### config.mk
export PLATFORM = sky130hd
export DESIGN_NAME = dhf_half
export DESIGN_NICKNAME = d
export VERILOG_FILES = /design/src/dhf_pkg.sv /design/src/dhf_mult.sv /design/src/dhf_half.sv
export VERILOG_INCLUDE_DIRS = /design/src /design/src/src
export SDC_FILE = /design/constraint.sdc
export NUM_CORES = 2
export LEC_CHECK = 0
export ABC_CLOCK_PERIOD_IN_PS = 11300
export CAP_MARGIN = 25
export CELL_PAD_IN_SITES_DETAIL_PLACEMENT = 1
export CELL_PAD_IN_SITES_GLOBAL_PLACEMENT = 1
export CORE_MARGIN = 1.5
export CORE_UTILIZATION = 47
export CTS_CLUSTER_DIAMETER = 100
export DETAILED_ROUTE_END_ITERATION = 7
export DONT_BUFFER_PORTS = 1
export GPL_TIMING_DRIVEN = 0
export MAX_ROUTING_LAYER = met4
export PLACE_DENSITY = 0.88
export RECOVER_POWER = 100
export SYNTH_ARGS = -nofsm -noshare
export SYNTH_HDL_FRONTEND = slang
export SYNTH_SLANG_ARGS = --single-unit
### constraint.sdc
create_clock -name clk -period 11.3 [get_ports clk]
set_input_delay 1.695 -clock clk [delete_from_list [all_inputs] [get_ports clk]]
set_output_delay 1.695 -clock clk [all_outputs]
set_load 0.005 [all_outputs]
### src/dhf_defines.svh
// Register offsets, field positions and reset values of the half-block front end
`ifndef DHF_DEFINES_SVH
`define DHF_DEFINES_SVH

// ----------------------------------------
// Register offsets (byte addresses)
// ----------------------------------------
`define DHF_CFG_OFF   4'h0
`define DHF_BYP_OFF   4'h4
`define DHF_SEL_OFF   4'h8
`define DHF_CTL_OFF   4'hC

// ----------------------------------------
// Field positions in the config register
// ----------------------------------------
`define DHF_F_WM      0
`define DHF_F_CAS     2
`define DHF_F_LB      3
`define DHF_F_SUB0    4
`define DHF_F_SUB1    5
`define DHF_F_PIPE    6
`define DHF_F_RT      7
`define DHF_F_DLY     9
`define DHF_CFG_W     10

// ----------------------------------------
// Field positions in the line select register
// ----------------------------------------
`define DHF_F_INSEL   0
`define DHF_F_PPSEL   2

// ----------------------------------------
// Reset values
// ----------------------------------------
`define DHF_CFG_RST   10'h000
`define DHF_BYP_RST   8'h00
`define DHF_SEL_RST   4'h0
`define DHF_ZERO18    18'h00000
`define DHF_ZERO37    37'h0000000000

// Operand masks: narrow operands sit in the upper bits, the lsbs padded with zero
`define DHF_MASK9     18'h3FE00
`define DHF_MASK12    18'h3FFC0
`define DHF_MASK18    18'h3FFFF

`endif

### src/dhf_pkg.sv
// Types shared by the half-block front end
package dhf_pkg;

   // Native multiplier width
   typedef enum logic [1:0] {
      DHF_W9,
      DHF_W12,
      DHF_W18,
      DHF_W36
   } dhf_width_t;

   // Where the downstream stages take the first-stage sum from
   typedef enum logic [1:0] {
      DHF_RT_PIPE,
      DHF_RT_ADD2,
      DHF_RT_RSU,
      DHF_RT_OUTREG
   } dhf_route_t;

endpackage

### src/dhf_mult.sv
// One 18x18 multiplier with independent operand sign control
`timescale 1ns/100ps
`default_nettype none

module dhf_mult (
   input  wire logic [17:0] op_a,    // Operand A
   input  wire logic [17:0] op_b,    // Operand B
   input  wire logic        sgn_a,   // High: A is two's complement
   input  wire logic        sgn_b,   // High: B is two's complement
   output logic      [35:0] prod,    // Full-precision product
   output logic             prod_sgn // High: product is signed
);

   // ----------------------------------------
   // Operand extension
   // ----------------------------------------
   // One extra bit lets unsigned and signed share one signed multiplier
   logic signed [18:0] ext_a;   // A with sign or zero bit on top
   logic signed [18:0] ext_b;   // B with sign or zero bit on top
   logic signed [37:0] full;    // Raw 19x19 product

   assign ext_a = $signed({sgn_a & op_a[17], op_a});
   assign ext_b = $signed({sgn_b & op_b[17], op_b});

   // ----------------------------------------
   // Product
   // ----------------------------------------
   // Every sign mix fits in 36 bits, so the top bits are only copies
   assign full     = ext_a * ext_b;
   assign prod     = full[35:0];
   assign prod_sgn = sgn_a | sgn_b;

endmodule
`default_nettype wire

### src/dhf_half.sv
// Half-block front end: input banks, four multipliers, two adders, pipeline
//
// Functional notes
// - Registers capture on rising edge, reset zero.
// - Each operand registered or bypassed, per configuration.
// - Input banks use selectable clock, enable, clear.
// - Nine 18-bit banks, eight feed multipliers.
// - Ninth bank delays the cascade chain output.
// - A source fixed before operation.
// - Cascade shifts A down the lanes.
// - First B selects routing or loopback.
// - Cascade and loopback only in 18-bit mode.
// - Native 9/12/18/36 widths, narrower padded.
// - Sign inputs high mean signed operand.
// - Product signed if either operand signed.
// - Full precision except loopback and adder sum.
// - Two adders, each over two products.
// - Add or subtract fixed before operation.
// - Sum routed to pipe, adder, RSU, output.
// - Pipeline stage optional, adds one cycle.
// - Halves share clock, enable, clear lines.
//
// Decided for this implementation: the register offsets and the strobed register port.
`timescale 1ns/100ps
`default_nettype none
`include "dhf_defines.svh"

module dhf_half (
   input  wire logic                clk,          // System clock
   input  wire logic                rst,          // Async reset, high
   input  wire logic [3:0]          clk_line,     // Shared clock qualifiers
   input  wire logic [3:0]          ena,          // Shared clock enables
   input  wire logic [3:0]          aclr,         // Shared async clears
   input  wire logic [3:0]          addr,         // Register byte address
   input  wire logic [31:0]         wdata,        // Register write data
   input  wire logic                wr_en,        // Register write strobe
   input  wire logic                rd_en,        // Register read strobe
   output logic      [31:0]         rdata,        // Read data, next cycle
   input  wire logic [71:0]         a_in,         // A operands, lane 0 low
   input  wire logic [71:0]         b_in,         // B operands, lane 0 low
   input  wire logic [17:0]         scan_in,      // Cascade from previous half
   input  wire logic [17:0]         loop_fb,      // Top 18 result bits
   input  wire logic                signa,        // A operands signed
   input  wire logic                signb,        // B operands signed
   output logic      [17:0]         scan_out,     // Cascade to next half
   output logic      [17:0]         scan_dly_out, // Delayed cascade output
   output logic      [36:0]         sum0,         // First adder result
   output logic      [36:0]         sum1,         // Second adder result
   output logic                     sum0_sgn,     // First sum signed
   output logic                     sum1_sgn,     // Second sum signed
   output logic      [143:0]        prod_out,     // Raw products, lane 0 low
   output var dhf_pkg::dhf_route_t  sum_route     // Downstream sum source
);

   // ----------------------------------------
   // Software-visible configuration
   // ----------------------------------------
   logic [`DHF_CFG_W-1:0] cfg_r;   // Mode bits
   logic [7:0]            byp_r;   // Per-operand bypass, A even, B odd
   logic [3:0]            sel_r;   // Line select for inputs and pipe
   logic                  run_r;   // High: static settings locked
   logic [31:0]           rd_nxt;  // Read mux
   logic                  cfg_wr;  // Write to a lockable register

   dhf_pkg::dhf_width_t   wm;      // Active width
   logic                  cas_act; // Cascade in effect
   logic                  lb_act;  // Loopback in effect
   logic                  pipe_en; // Pipeline stage inserted
   logic [17:0]           mask;    // Lsb padding mask

   assign wm       = dhf_pkg::dhf_width_t'(cfg_r[`DHF_F_WM+1:`DHF_F_WM]);
   assign pipe_en  = cfg_r[`DHF_F_PIPE];
   assign sum_route = dhf_pkg::dhf_route_t'(cfg_r[`DHF_F_RT+1:`DHF_F_RT]);

   // Shift chain and loopback only exist at 18 bits
   assign cas_act = cfg_r[`DHF_F_CAS] & (wm == dhf_pkg::DHF_W18);
   assign lb_act  = cfg_r[`DHF_F_LB] & (wm == dhf_pkg::DHF_W18);

   // Narrow widths keep the upper bits and zero the rest
   always_comb begin
      case (wm)
         dhf_pkg::DHF_W9:  mask = `DHF_MASK9;
         dhf_pkg::DHF_W12: mask = `DHF_MASK12;
         default:          mask = `DHF_MASK18;
      endcase
   end

   // ----------------------------------------
   // Register writes
   // ----------------------------------------
   // Mode writes are dropped while running: these paths are static
   assign cfg_wr = wr_en & ~run_r;

   // Mode register
   always_ff @(posedge clk or posedge rst) begin
      if (rst) begin
         cfg_r <= `DHF_CFG_RST;
      end else if (cfg_wr && addr == `DHF_CFG_OFF) begin
         cfg_r <= wdata[`DHF_CFG_W-1:0];
      end
   end

   // Bypass register
   always_ff @(posedge clk or posedge rst) begin
      if (rst) begin
         byp_r <= `DHF_BYP_RST;
      end else if (cfg_wr && addr == `DHF_BYP_OFF) begin
         byp_r <= wdata[7:0];
      end
   end

   // Line select register
   always_ff @(posedge clk or posedge rst) begin
      if (rst) begin
         sel_r <= `DHF_SEL_RST;
      end else if (cfg_wr && addr == `DHF_SEL_OFF) begin
         sel_r <= wdata[3:0];
      end
   end

   // Run bit stays writable so software can unlock
   always_ff @(posedge clk or posedge rst) begin
      if (rst) begin
         run_r <= 1'b0;
      end else if (wr_en && addr == `DHF_CTL_OFF) begin
         run_r <= wdata[0];
      end
   end

   // ----------------------------------------
   // Register reads
   // ----------------------------------------
   always_comb begin
      rd_nxt = 32'h00000000;
      case (addr)
         `DHF_CFG_OFF: rd_nxt[`DHF_CFG_W-1:0] = cfg_r;
         `DHF_BYP_OFF: rd_nxt[7:0] = byp_r;
         `DHF_SEL_OFF: rd_nxt[3:0] = sel_r;
         // Status: run, cascade, loopback, sum signs
         `DHF_CTL_OFF: rd_nxt[4:0] = {sum1_sgn, sum0_sgn, lb_act, cas_act, run_r};
         default:      rd_nxt = 32'h00000000; // Unmapped reads zero
      endcase
   end

   // Data valid only in the cycle after the strobe
   always_ff @(posedge clk or posedge rst) begin
      if (rst) begin
         rdata <= 32'h00000000;
      end else if (rd_en) begin
         rdata <= rd_nxt;
      end else begin
         rdata <= 32'h00000000;
      end
   end

   // ----------------------------------------
   // Clock line selection
   // ----------------------------------------
   // Lines are shared with the other half; only the choice is local
   logic [1:0] in_sel;   // Line for input banks
   logic [1:0] pp_sel;   // Line for pipeline
   logic       in_load;  // Input banks capture
   logic       pp_load;  // Pipeline captures
   logic       in_clr;   // Input banks clear
   logic       pp_clr;   // Pipeline clears

   assign in_sel  = sel_r[`DHF_F_INSEL+1:`DHF_F_INSEL];
   assign pp_sel  = sel_r[`DHF_F_PPSEL+1:`DHF_F_PPSEL];
   assign in_load = clk_line[in_sel] & ena[in_sel];
   assign pp_load = clk_line[pp_sel] & ena[pp_sel];
   // Clear is a reset term, so it zeroes without waiting for an edge
   assign in_clr  = rst | aclr[in_sel];
   assign pp_clr  = rst | aclr[pp_sel];

   // ----------------------------------------
   // Input banks and multipliers, per lane
   // ----------------------------------------
   logic [17:0] a_r [4];   // A banks
   logic [17:0] b_r [4];   // B banks
   logic [17:0] op_a [4];  // A at the multiplier
   logic [17:0] op_b [4];  // B at the multiplier
   logic [35:0] prod [4];  // Products
   logic        psgn [4];  // Product signs

   genvar i;
   generate
      for (i = 0; i < 4; i++) begin : g_lane
         // In 36-bit mode lanes carry AH*BL, AL*BH, AH*BH, AL*BL
         localparam logic HI_A = (i == 0) || (i == 2);
         localparam logic HI_B = (i == 1) || (i == 2);
         logic [17:0] a_src;  // A bank input
         logic [17:0] b_src;  // B bank input
         logic        sa;     // Lane A sign
         logic        sb;     // Lane B sign

         // A comes from routing or the lane above
         if (i == 0) begin : g_top
            assign a_src = cas_act ? scan_in : a_in[17:0];
         end else begin : g_low
            assign a_src = cas_act ? a_r[i-1] : a_in[i*18 +: 18];
         end

         // Only lane 0 B can take the loopback
         if (i == 0) begin : g_lb
            assign b_src = lb_act ? loop_fb : b_in[17:0];
         end else begin : g_nolb
            assign b_src = b_in[i*18 +: 18];
         end

         // A bank
         always_ff @(posedge clk or posedge in_clr) begin
            if (in_clr) begin
               a_r[i] <= `DHF_ZERO18;
            end else if (in_load) begin
               a_r[i] <= a_src;
            end
         end

         // B bank
         always_ff @(posedge clk or posedge in_clr) begin
            if (in_clr) begin
               b_r[i] <= `DHF_ZERO18;
            end else if (in_load) begin
               b_r[i] <= b_src;
            end
         end

         // Bypass skips the bank; a cascaded A always uses its bank
         assign op_a[i] = mask & ((byp_r[2*i] & ~cas_act) ? a_src : a_r[i]);
         assign op_b[i] = mask & (byp_r[2*i+1] ? b_src : b_r[i]);

         // Low halves of a 36-bit operand are always unsigned
         assign sa = (wm == dhf_pkg::DHF_W36) ? (signa & HI_A) : signa;
         assign sb = (wm == dhf_pkg::DHF_W36) ? (signb & HI_B) : signb;

         dhf_mult u_mult (
            .op_a     (op_a[i]),
            .op_b     (op_b[i]),
            .sgn_a    (sa),
            .sgn_b    (sb),
            .prod     (prod[i]),
            .prod_sgn (psgn[i])
         );

         assign prod_out[i*36 +: 36] = prod[i];
      end
   endgenerate

   // ----------------------------------------
   // Ninth bank: cascade delay
   // ----------------------------------------
   logic [17:0] dly_r;  // Delay bank

   // Keeps the shift chain in step with the chained result path
   always_ff @(posedge clk or posedge in_clr) begin
      if (in_clr) begin
         dly_r <= `DHF_ZERO18;
      end else if (in_load && cfg_r[`DHF_F_DLY]) begin
         dly_r <= a_r[3];
      end
   end

   assign scan_out     = a_r[3];
   assign scan_dly_out = dly_r;

   // ----------------------------------------
   // First-stage adders
   // ----------------------------------------
   // Widen by sign or zero per product
   function automatic logic [36:0] ext37(input logic [35:0] p, input logic s);
      ext37 = s ? {p[35], p} : {1'b0, p};
   endfunction

   logic [36:0] e0, e1, e2, e3;  // Widened products
   logic [36:0] s0_c;            // Adder 0 combinational
   logic [36:0] s1_c;            // Adder 1 combinational

   assign e0 = ext37(prod[0], psgn[0]);
   assign e1 = ext37(prod[1], psgn[1]);
   assign e2 = ext37(prod[2], psgn[2]);
   assign e3 = ext37(prod[3], psgn[3]);

   // Unsigned sums wrap at 37 bits: the user keeps them in range
   assign s0_c = cfg_r[`DHF_F_SUB0] ? (e0 - e1) : (e0 + e1);
   assign s1_c = cfg_r[`DHF_F_SUB1] ? (e2 - e3) : (e2 + e3);

   assign sum0_sgn = psgn[0] | psgn[1];
   assign sum1_sgn = psgn[2] | psgn[3];

   // ----------------------------------------
   // Pipeline stage
   // ----------------------------------------
   logic [36:0] p0_r;  // Adder 0 pipeline
   logic [36:0] p1_r;  // Adder 1 pipeline

   // Splits the long path at the cost of one cycle
   always_ff @(posedge clk or posedge pp_clr) begin
      if (pp_clr) begin
         p0_r <= `DHF_ZERO37;
         p1_r <= `DHF_ZERO37;
      end else if (pp_load) begin
         p0_r <= s0_c;
         p1_r <= s1_c;
      end
   end

   assign sum0 = pipe_en ? p0_r : s0_c;
   assign sum1 = pipe_en ? p1_r : s1_c;

   // ----------------------------------------
   // Assertions
   // ----------------------------------------
   reset_zero_a: assert property (@(posedge clk) $fell(rst) |->
      (a_r[0] == `DHF_ZERO18) && (p0_r == `DHF_ZERO37) && (dly_r == `DHF_ZERO18))
      else $error("bank not zero after reset");

   bypass_path_a: assert property (@(posedge clk) disable iff (rst)
      (byp_r[1] && wm == dhf_pkg::DHF_W18) |-> (op_b[0] == (lb_act ? loop_fb : b_in[17:0])))
      else $error("bypassed B not at multiplier");

   hold_no_load_a: assert property (@(posedge clk) disable iff (rst)
      (!in_load && !in_clr) |=> (in_clr || $stable(a_r[2])))
      else $error("bank changed without enable");

   clear_zero_a: assert property (@(posedge clk) disable iff (rst)
      in_clr |-> (b_r[1] == `DHF_ZERO18))
      else $error("clear did not zero bank");

   cascade_shift_a: assert property (@(posedge clk) disable iff (rst)
      (cas_act && in_load && !in_clr) ##1 !in_clr |-> (a_r[1] == $past(a_r[0])))
      else $error("cascade did not shift");

   loopback_a: assert property (@(posedge clk) disable iff (rst)
      (lb_act && in_load && !in_clr) ##1 !in_clr |-> (b_r[0] == $past(loop_fb)))
      else $error("loopback not captured");

   narrow_mode_a: assert property (@(posedge clk) disable iff (rst)
      (wm != dhf_pkg::DHF_W18) |-> (!cas_act && !lb_act && scan_out == a_r[3]))
      else $error("chain active outside 18-bit mode");

   zero_pad_a: assert property (@(posedge clk) disable iff (rst)
      (wm == dhf_pkg::DHF_W9) |-> (op_a[3][8:0] == 9'h000 && op_b[2][8:0] == 9'h000))
      else $error("narrow operand lsbs not padded");

   static_lock_a: assert property (@(posedge clk) disable iff (rst)
      (run_r && wr_en && addr == `DHF_CFG_OFF) |=> $stable(cfg_r))
      else $error("mode changed while running");

   pipe_delay_a: assert property (@(posedge clk) disable iff (rst)
      (pipe_en && pp_load && !pp_clr) ##1 (pipe_en && !pp_clr) |-> (sum1 == $past(s1_c)))
      else $error("pipeline sum not one cycle late");

   unmapped_a: assert property (@(posedge clk) disable iff (rst)
      (rd_en && addr[1:0] != 2'h0) |=> (rdata == 32'h00000000))
      else $error("unmapped read not zero");

endmodule
`default_nettype wire

==> results.md <==
- Result of the run: finished, violations left
- Violations in the final reports: max-capacitance violations, max-slew violations, negative setup slack
- Count of final max-slew check failures: roughly 260
- GRT overflow: 0
- Number of sinks handled by clock tree synthesis: 269
- Final instance area: ~0.085 mm^2
- Clock latency reported for the late side of the worst-skew pair: around 0.67 ns
- Dpl hpwl: 269.0 mm
- Leading register cell type out of synthesis: sky130_fd_sc_hd__dfrtp_1
- Total die area: 0.1528 mm^2
- Number of rows in the core area: 142
- Area of the placeable core: 0.1496 mm^2
- Count of buffers inserted at the top-level ports: 0
- Buffer depth of the longest clock path: 3
- Yosys warning count: 0
- Met3 Use GR: 16.97%
- Fraction of layout instances using a drive strength above 1: 18.76%
- Mapped Avg Cell Area: 8.800 um^2
- Data arrival time of the worst path: 11.18 ns
- Post-synthesis sequential element count: 269
- Number of design-rule violations left by the first detailed-router iteration: 5758
- Post-route DRC: 0
- Post-synth top area cell: sky130_fd_sc_hd__fa_1
- Top library cells by usage in the layout, fill and taps aside: 1457 x sky130_fd_sc_hd__inv_1, 1376 x sky130_fd_sc_hd__fa_1, 1229 x sky130_fd_sc_hd__nand2_1
- Clock-pin slew of the registers on the worst-case setup and hold paths: 0.05 ns
- Instance area at placement: 0.07460 mm^2
- Via count: 63620
- Cts-stage hold buffer count: 0
- Highest attainable clock frequency: 0.07767 GHz
- Max Cap Violations: 9
- Type of the most critical hold path: reg2reg
- Routability congestion estimate: 1.050
- Worst-case headroom to the max-slew limit: -70.54%
- Net count, final: 10610
- Number of global-route vias before repair: 67700
- Largest incremental delay on the critical path: 0.59 ns
- Total Routed Length: 337.6 mm
- Final setup violating endpoints: 46
- GRT Overall Usage: 43.50%
- Part of the Yosys area used for sequential elements: under 10%
- Synth top area share: 40.25%
- Area added between synthesis and finish: 20.20%
- Worst Setup End Kind: output pin
- Async S/R FF share, synth: 100.0%
- Die height: 390.9 um
- Worst Setup Slack, final: -1.575 ns
- Critical path's most frequent cell: sky130_fd_sc_hd__inv_1
- Required time of the critical path: 9.61 ns
- Critical setup path kind: reg2out
- First-pass GRT wire length: 465.2 mm
- Transition time at the pin with the least slew margin: 2.549 ns
- Post-layout utilization of the core: 56.83%
- Leading cell type in the layout, fill and taps excluded: sky130_fd_sc_hd__inv_1
- Antenna violations before repair: 54
- Netlist Area Pre-Place: roughly 0.071 mm^2
- Length in cells of the worst reg-to-reg path: 45
- Cells after synthesis: 8038
- Cells taking the most area after synthesis: sky130_fd_sc_hd__fa_1 40%, sky130_fd_sc_hd__dfrtp_1 9.5%, sky130_fd_sc_hd__ha_1 9.1%
- Worst hold slack: 0.4709 ns
- Count of different cell masters after synthesis: 104
- Pre-Repair DR Iteration Count: 8
- Worst slack, placed: -3.311 ns
- Top-level port count: roughly 520
- Global routing's busiest layer: met2
- Final cycle utilization of the critical path: 113.9%
- Number of H-tree levels: 2
- Slowest cell on the critical path: sky130_fd_sc_hd__fa_2
- Critical path launch point type: flip-flop
- Die width: 390.9 um
- Pin count of the biggest net entering global routing: 34
- Count of final hold-check violations: 0
- Unrepaired setup endpoints after global routing: yes
- Met1 Resource Use GR: 49.59%
- Final Critical Period: 12.88 ns
- Critical-path maximum fanout: 10
- Antenna-violating nets left: 0
- Average wire per standard cell: 31.92 um
- Via density: roughly 6
- CTS tree: done
- Number of flops mapped to enable cells by yosys: 0
- Maximum clock skew at final layout: 0.04210 ns
- Met2 Usage GRT: 65.10%
- Number of clock buffers inserted by TritonCTS: 39
- Hold Path Cell Cnt: 2
- Root Buffer Master: sky130_fd_sc_hd__clkbuf_16
- Initial Util: 47.28%
[flip-flops by register name, indices dropped and copies added, names as in the netlist]
signal        flops
a_r              54
run_r             1
byp_r             8
p0_r             37
sel_r             4
cfg_r            10
p1_r             37
scan_out         18
b_r              72
scan_dly_out     18
rdata            10
[routing by layer]
layer / vias to the layer above / share of wire (%)
li1: 25560 / -
met1: 32870 / 35
met2: 3941 / 44
met3: 1245 / 13
met4: 0 / 8.0
met5: - / 0
[worst paths after layout]
path | start | end | slack, ns
hold / removal | b_r[27] | b_r[27] | 0.47
setup / recovery | cfg_r[0] | sum0[36] | -1.58
setup reg to reg | cfg_r[0] | p1_r[35] | 0.63
hold reg to reg | b_r[27] | b_r[27] | 0.47
min in group asynchronous | sel_r[1] | a_r[62] | 1.01
max in group asynchronous | aclr[3] | b_r[51] | 4.71
[cell families (layout without fill, tap and decap cells)]
family | Yosys count | count (layout) | synth area share [%]
flip-flops | 269 | 269 | 9.517
XOR/XNOR | 294 | 294 | 3.660
AO/OA/AOI/OAI | 845 | 845 | 7.355
multiplexers | 337 | 337 | 5.112
buffers and inverters | 1853 | 2264 | 10.08
other | 1 | 110 | 0.005302
AND/OR/NAND/NOR | 2505 | 2507 | 14.96
adder cells (fa/ha/maj) | 1934 | 1934 | 49.30
[critical path, delay by kind of cell (launching register included)]
kind | cells | cell delay, ns
AOI/OAI and AO/OA | 11 | 1.85
adders and majority gates | 9 | 3.84
xor gates and xnor gates | 2 | 0.85
and+or+nand+nor | 9 | 2.23
buffers and inverters | 9 | 0.96
DFF | 1 | 0.45
muxes | 1 | 0.32
[Yosys cell counts, types with 10 or more instances]
master,n
sky130_fd_sc_hd__and3_1,33
sky130_fd_sc_hd__nand3_1,59
sky130_fd_sc_hd__nor3b_1,14
sky130_fd_sc_hd__o21ai_0,301
sky130_fd_sc_hd__clkbuf_1,276
sky130_fd_sc_hd__nand4_1,18
sky130_fd_sc_hd__mux2i_1,199
sky130_fd_sc_hd__nand2_1,1277
sky130_fd_sc_hd__a211oi_1,27
sky130_fd_sc_hd__buf_1,36
sky130_fd_sc_hd__buf_4,45
sky130_fd_sc_hd__or2_2,29
sky130_fd_sc_hd__o21a_1,30
sky130_fd_sc_hd__dfrtp_1,269
sky130_fd_sc_hd__nor2_1,790
sky130_fd_sc_hd__o211ai_1,17
sky130_fd_sc_hd__or3_1,12
sky130_fd_sc_hd__xnor2_1,234
sky130_fd_sc_hd__a211o_1,10
sky130_fd_sc_hd__o21ai_1,17
sky130_fd_sc_hd__nor3_1,48
sky130_fd_sc_hd__and2_1,41
sky130_fd_sc_hd__a21oi_1,187
sky130_fd_sc_hd__nor4_1,10
sky130_fd_sc_hd__xor2_1,59
sky130_fd_sc_hd__nand2b_1,68
sky130_fd_sc_hd__mux2_2,124
sky130_fd_sc_hd__nor2b_1,48
sky130_fd_sc_hd__fa_1,1422
sky130_fd_sc_hd__inv_1,1486
sky130_fd_sc_hd__a31oi_1,34
sky130_fd_sc_hd__ha_1,512
sky130_fd_sc_hd__o21bai_1,22
sky130_fd_sc_hd__a21o_1,99
[through the flow]
| stage | TNS, ns | instances |
|---|---|---|
| floorplan | -1.484 | 8059 |
| global route | -44.23 | 10570 |
| CTS | -24.15 | 10310 |
| global placement | -179.00 | 10080 |
| detailed placement | -170.65 | 10130 |
| finish | -37.91 | 10580 |
[cell type report]
class	instances	area [um^2]
antenna	88	220.2
buffer	315	2659
clock buffer	49	1074
clock inverter	21	266.5
fill	16890	64580
inverter	1490	5603
multi-input combinational	5939	62460
sequential	269	6735
tap	2016	2522
timing repair buffer	389	3478
[timing repair]
item	in CTS	in global routing
resized for setup	907	605
setup buffers	143	181
pin swaps	154	277
setup endpoints to repair	172	55
gates cloned	4	5
Power is not shown: default switching activity piles up to over one toggle a cycle in this logic, so the estimate is an artifact.
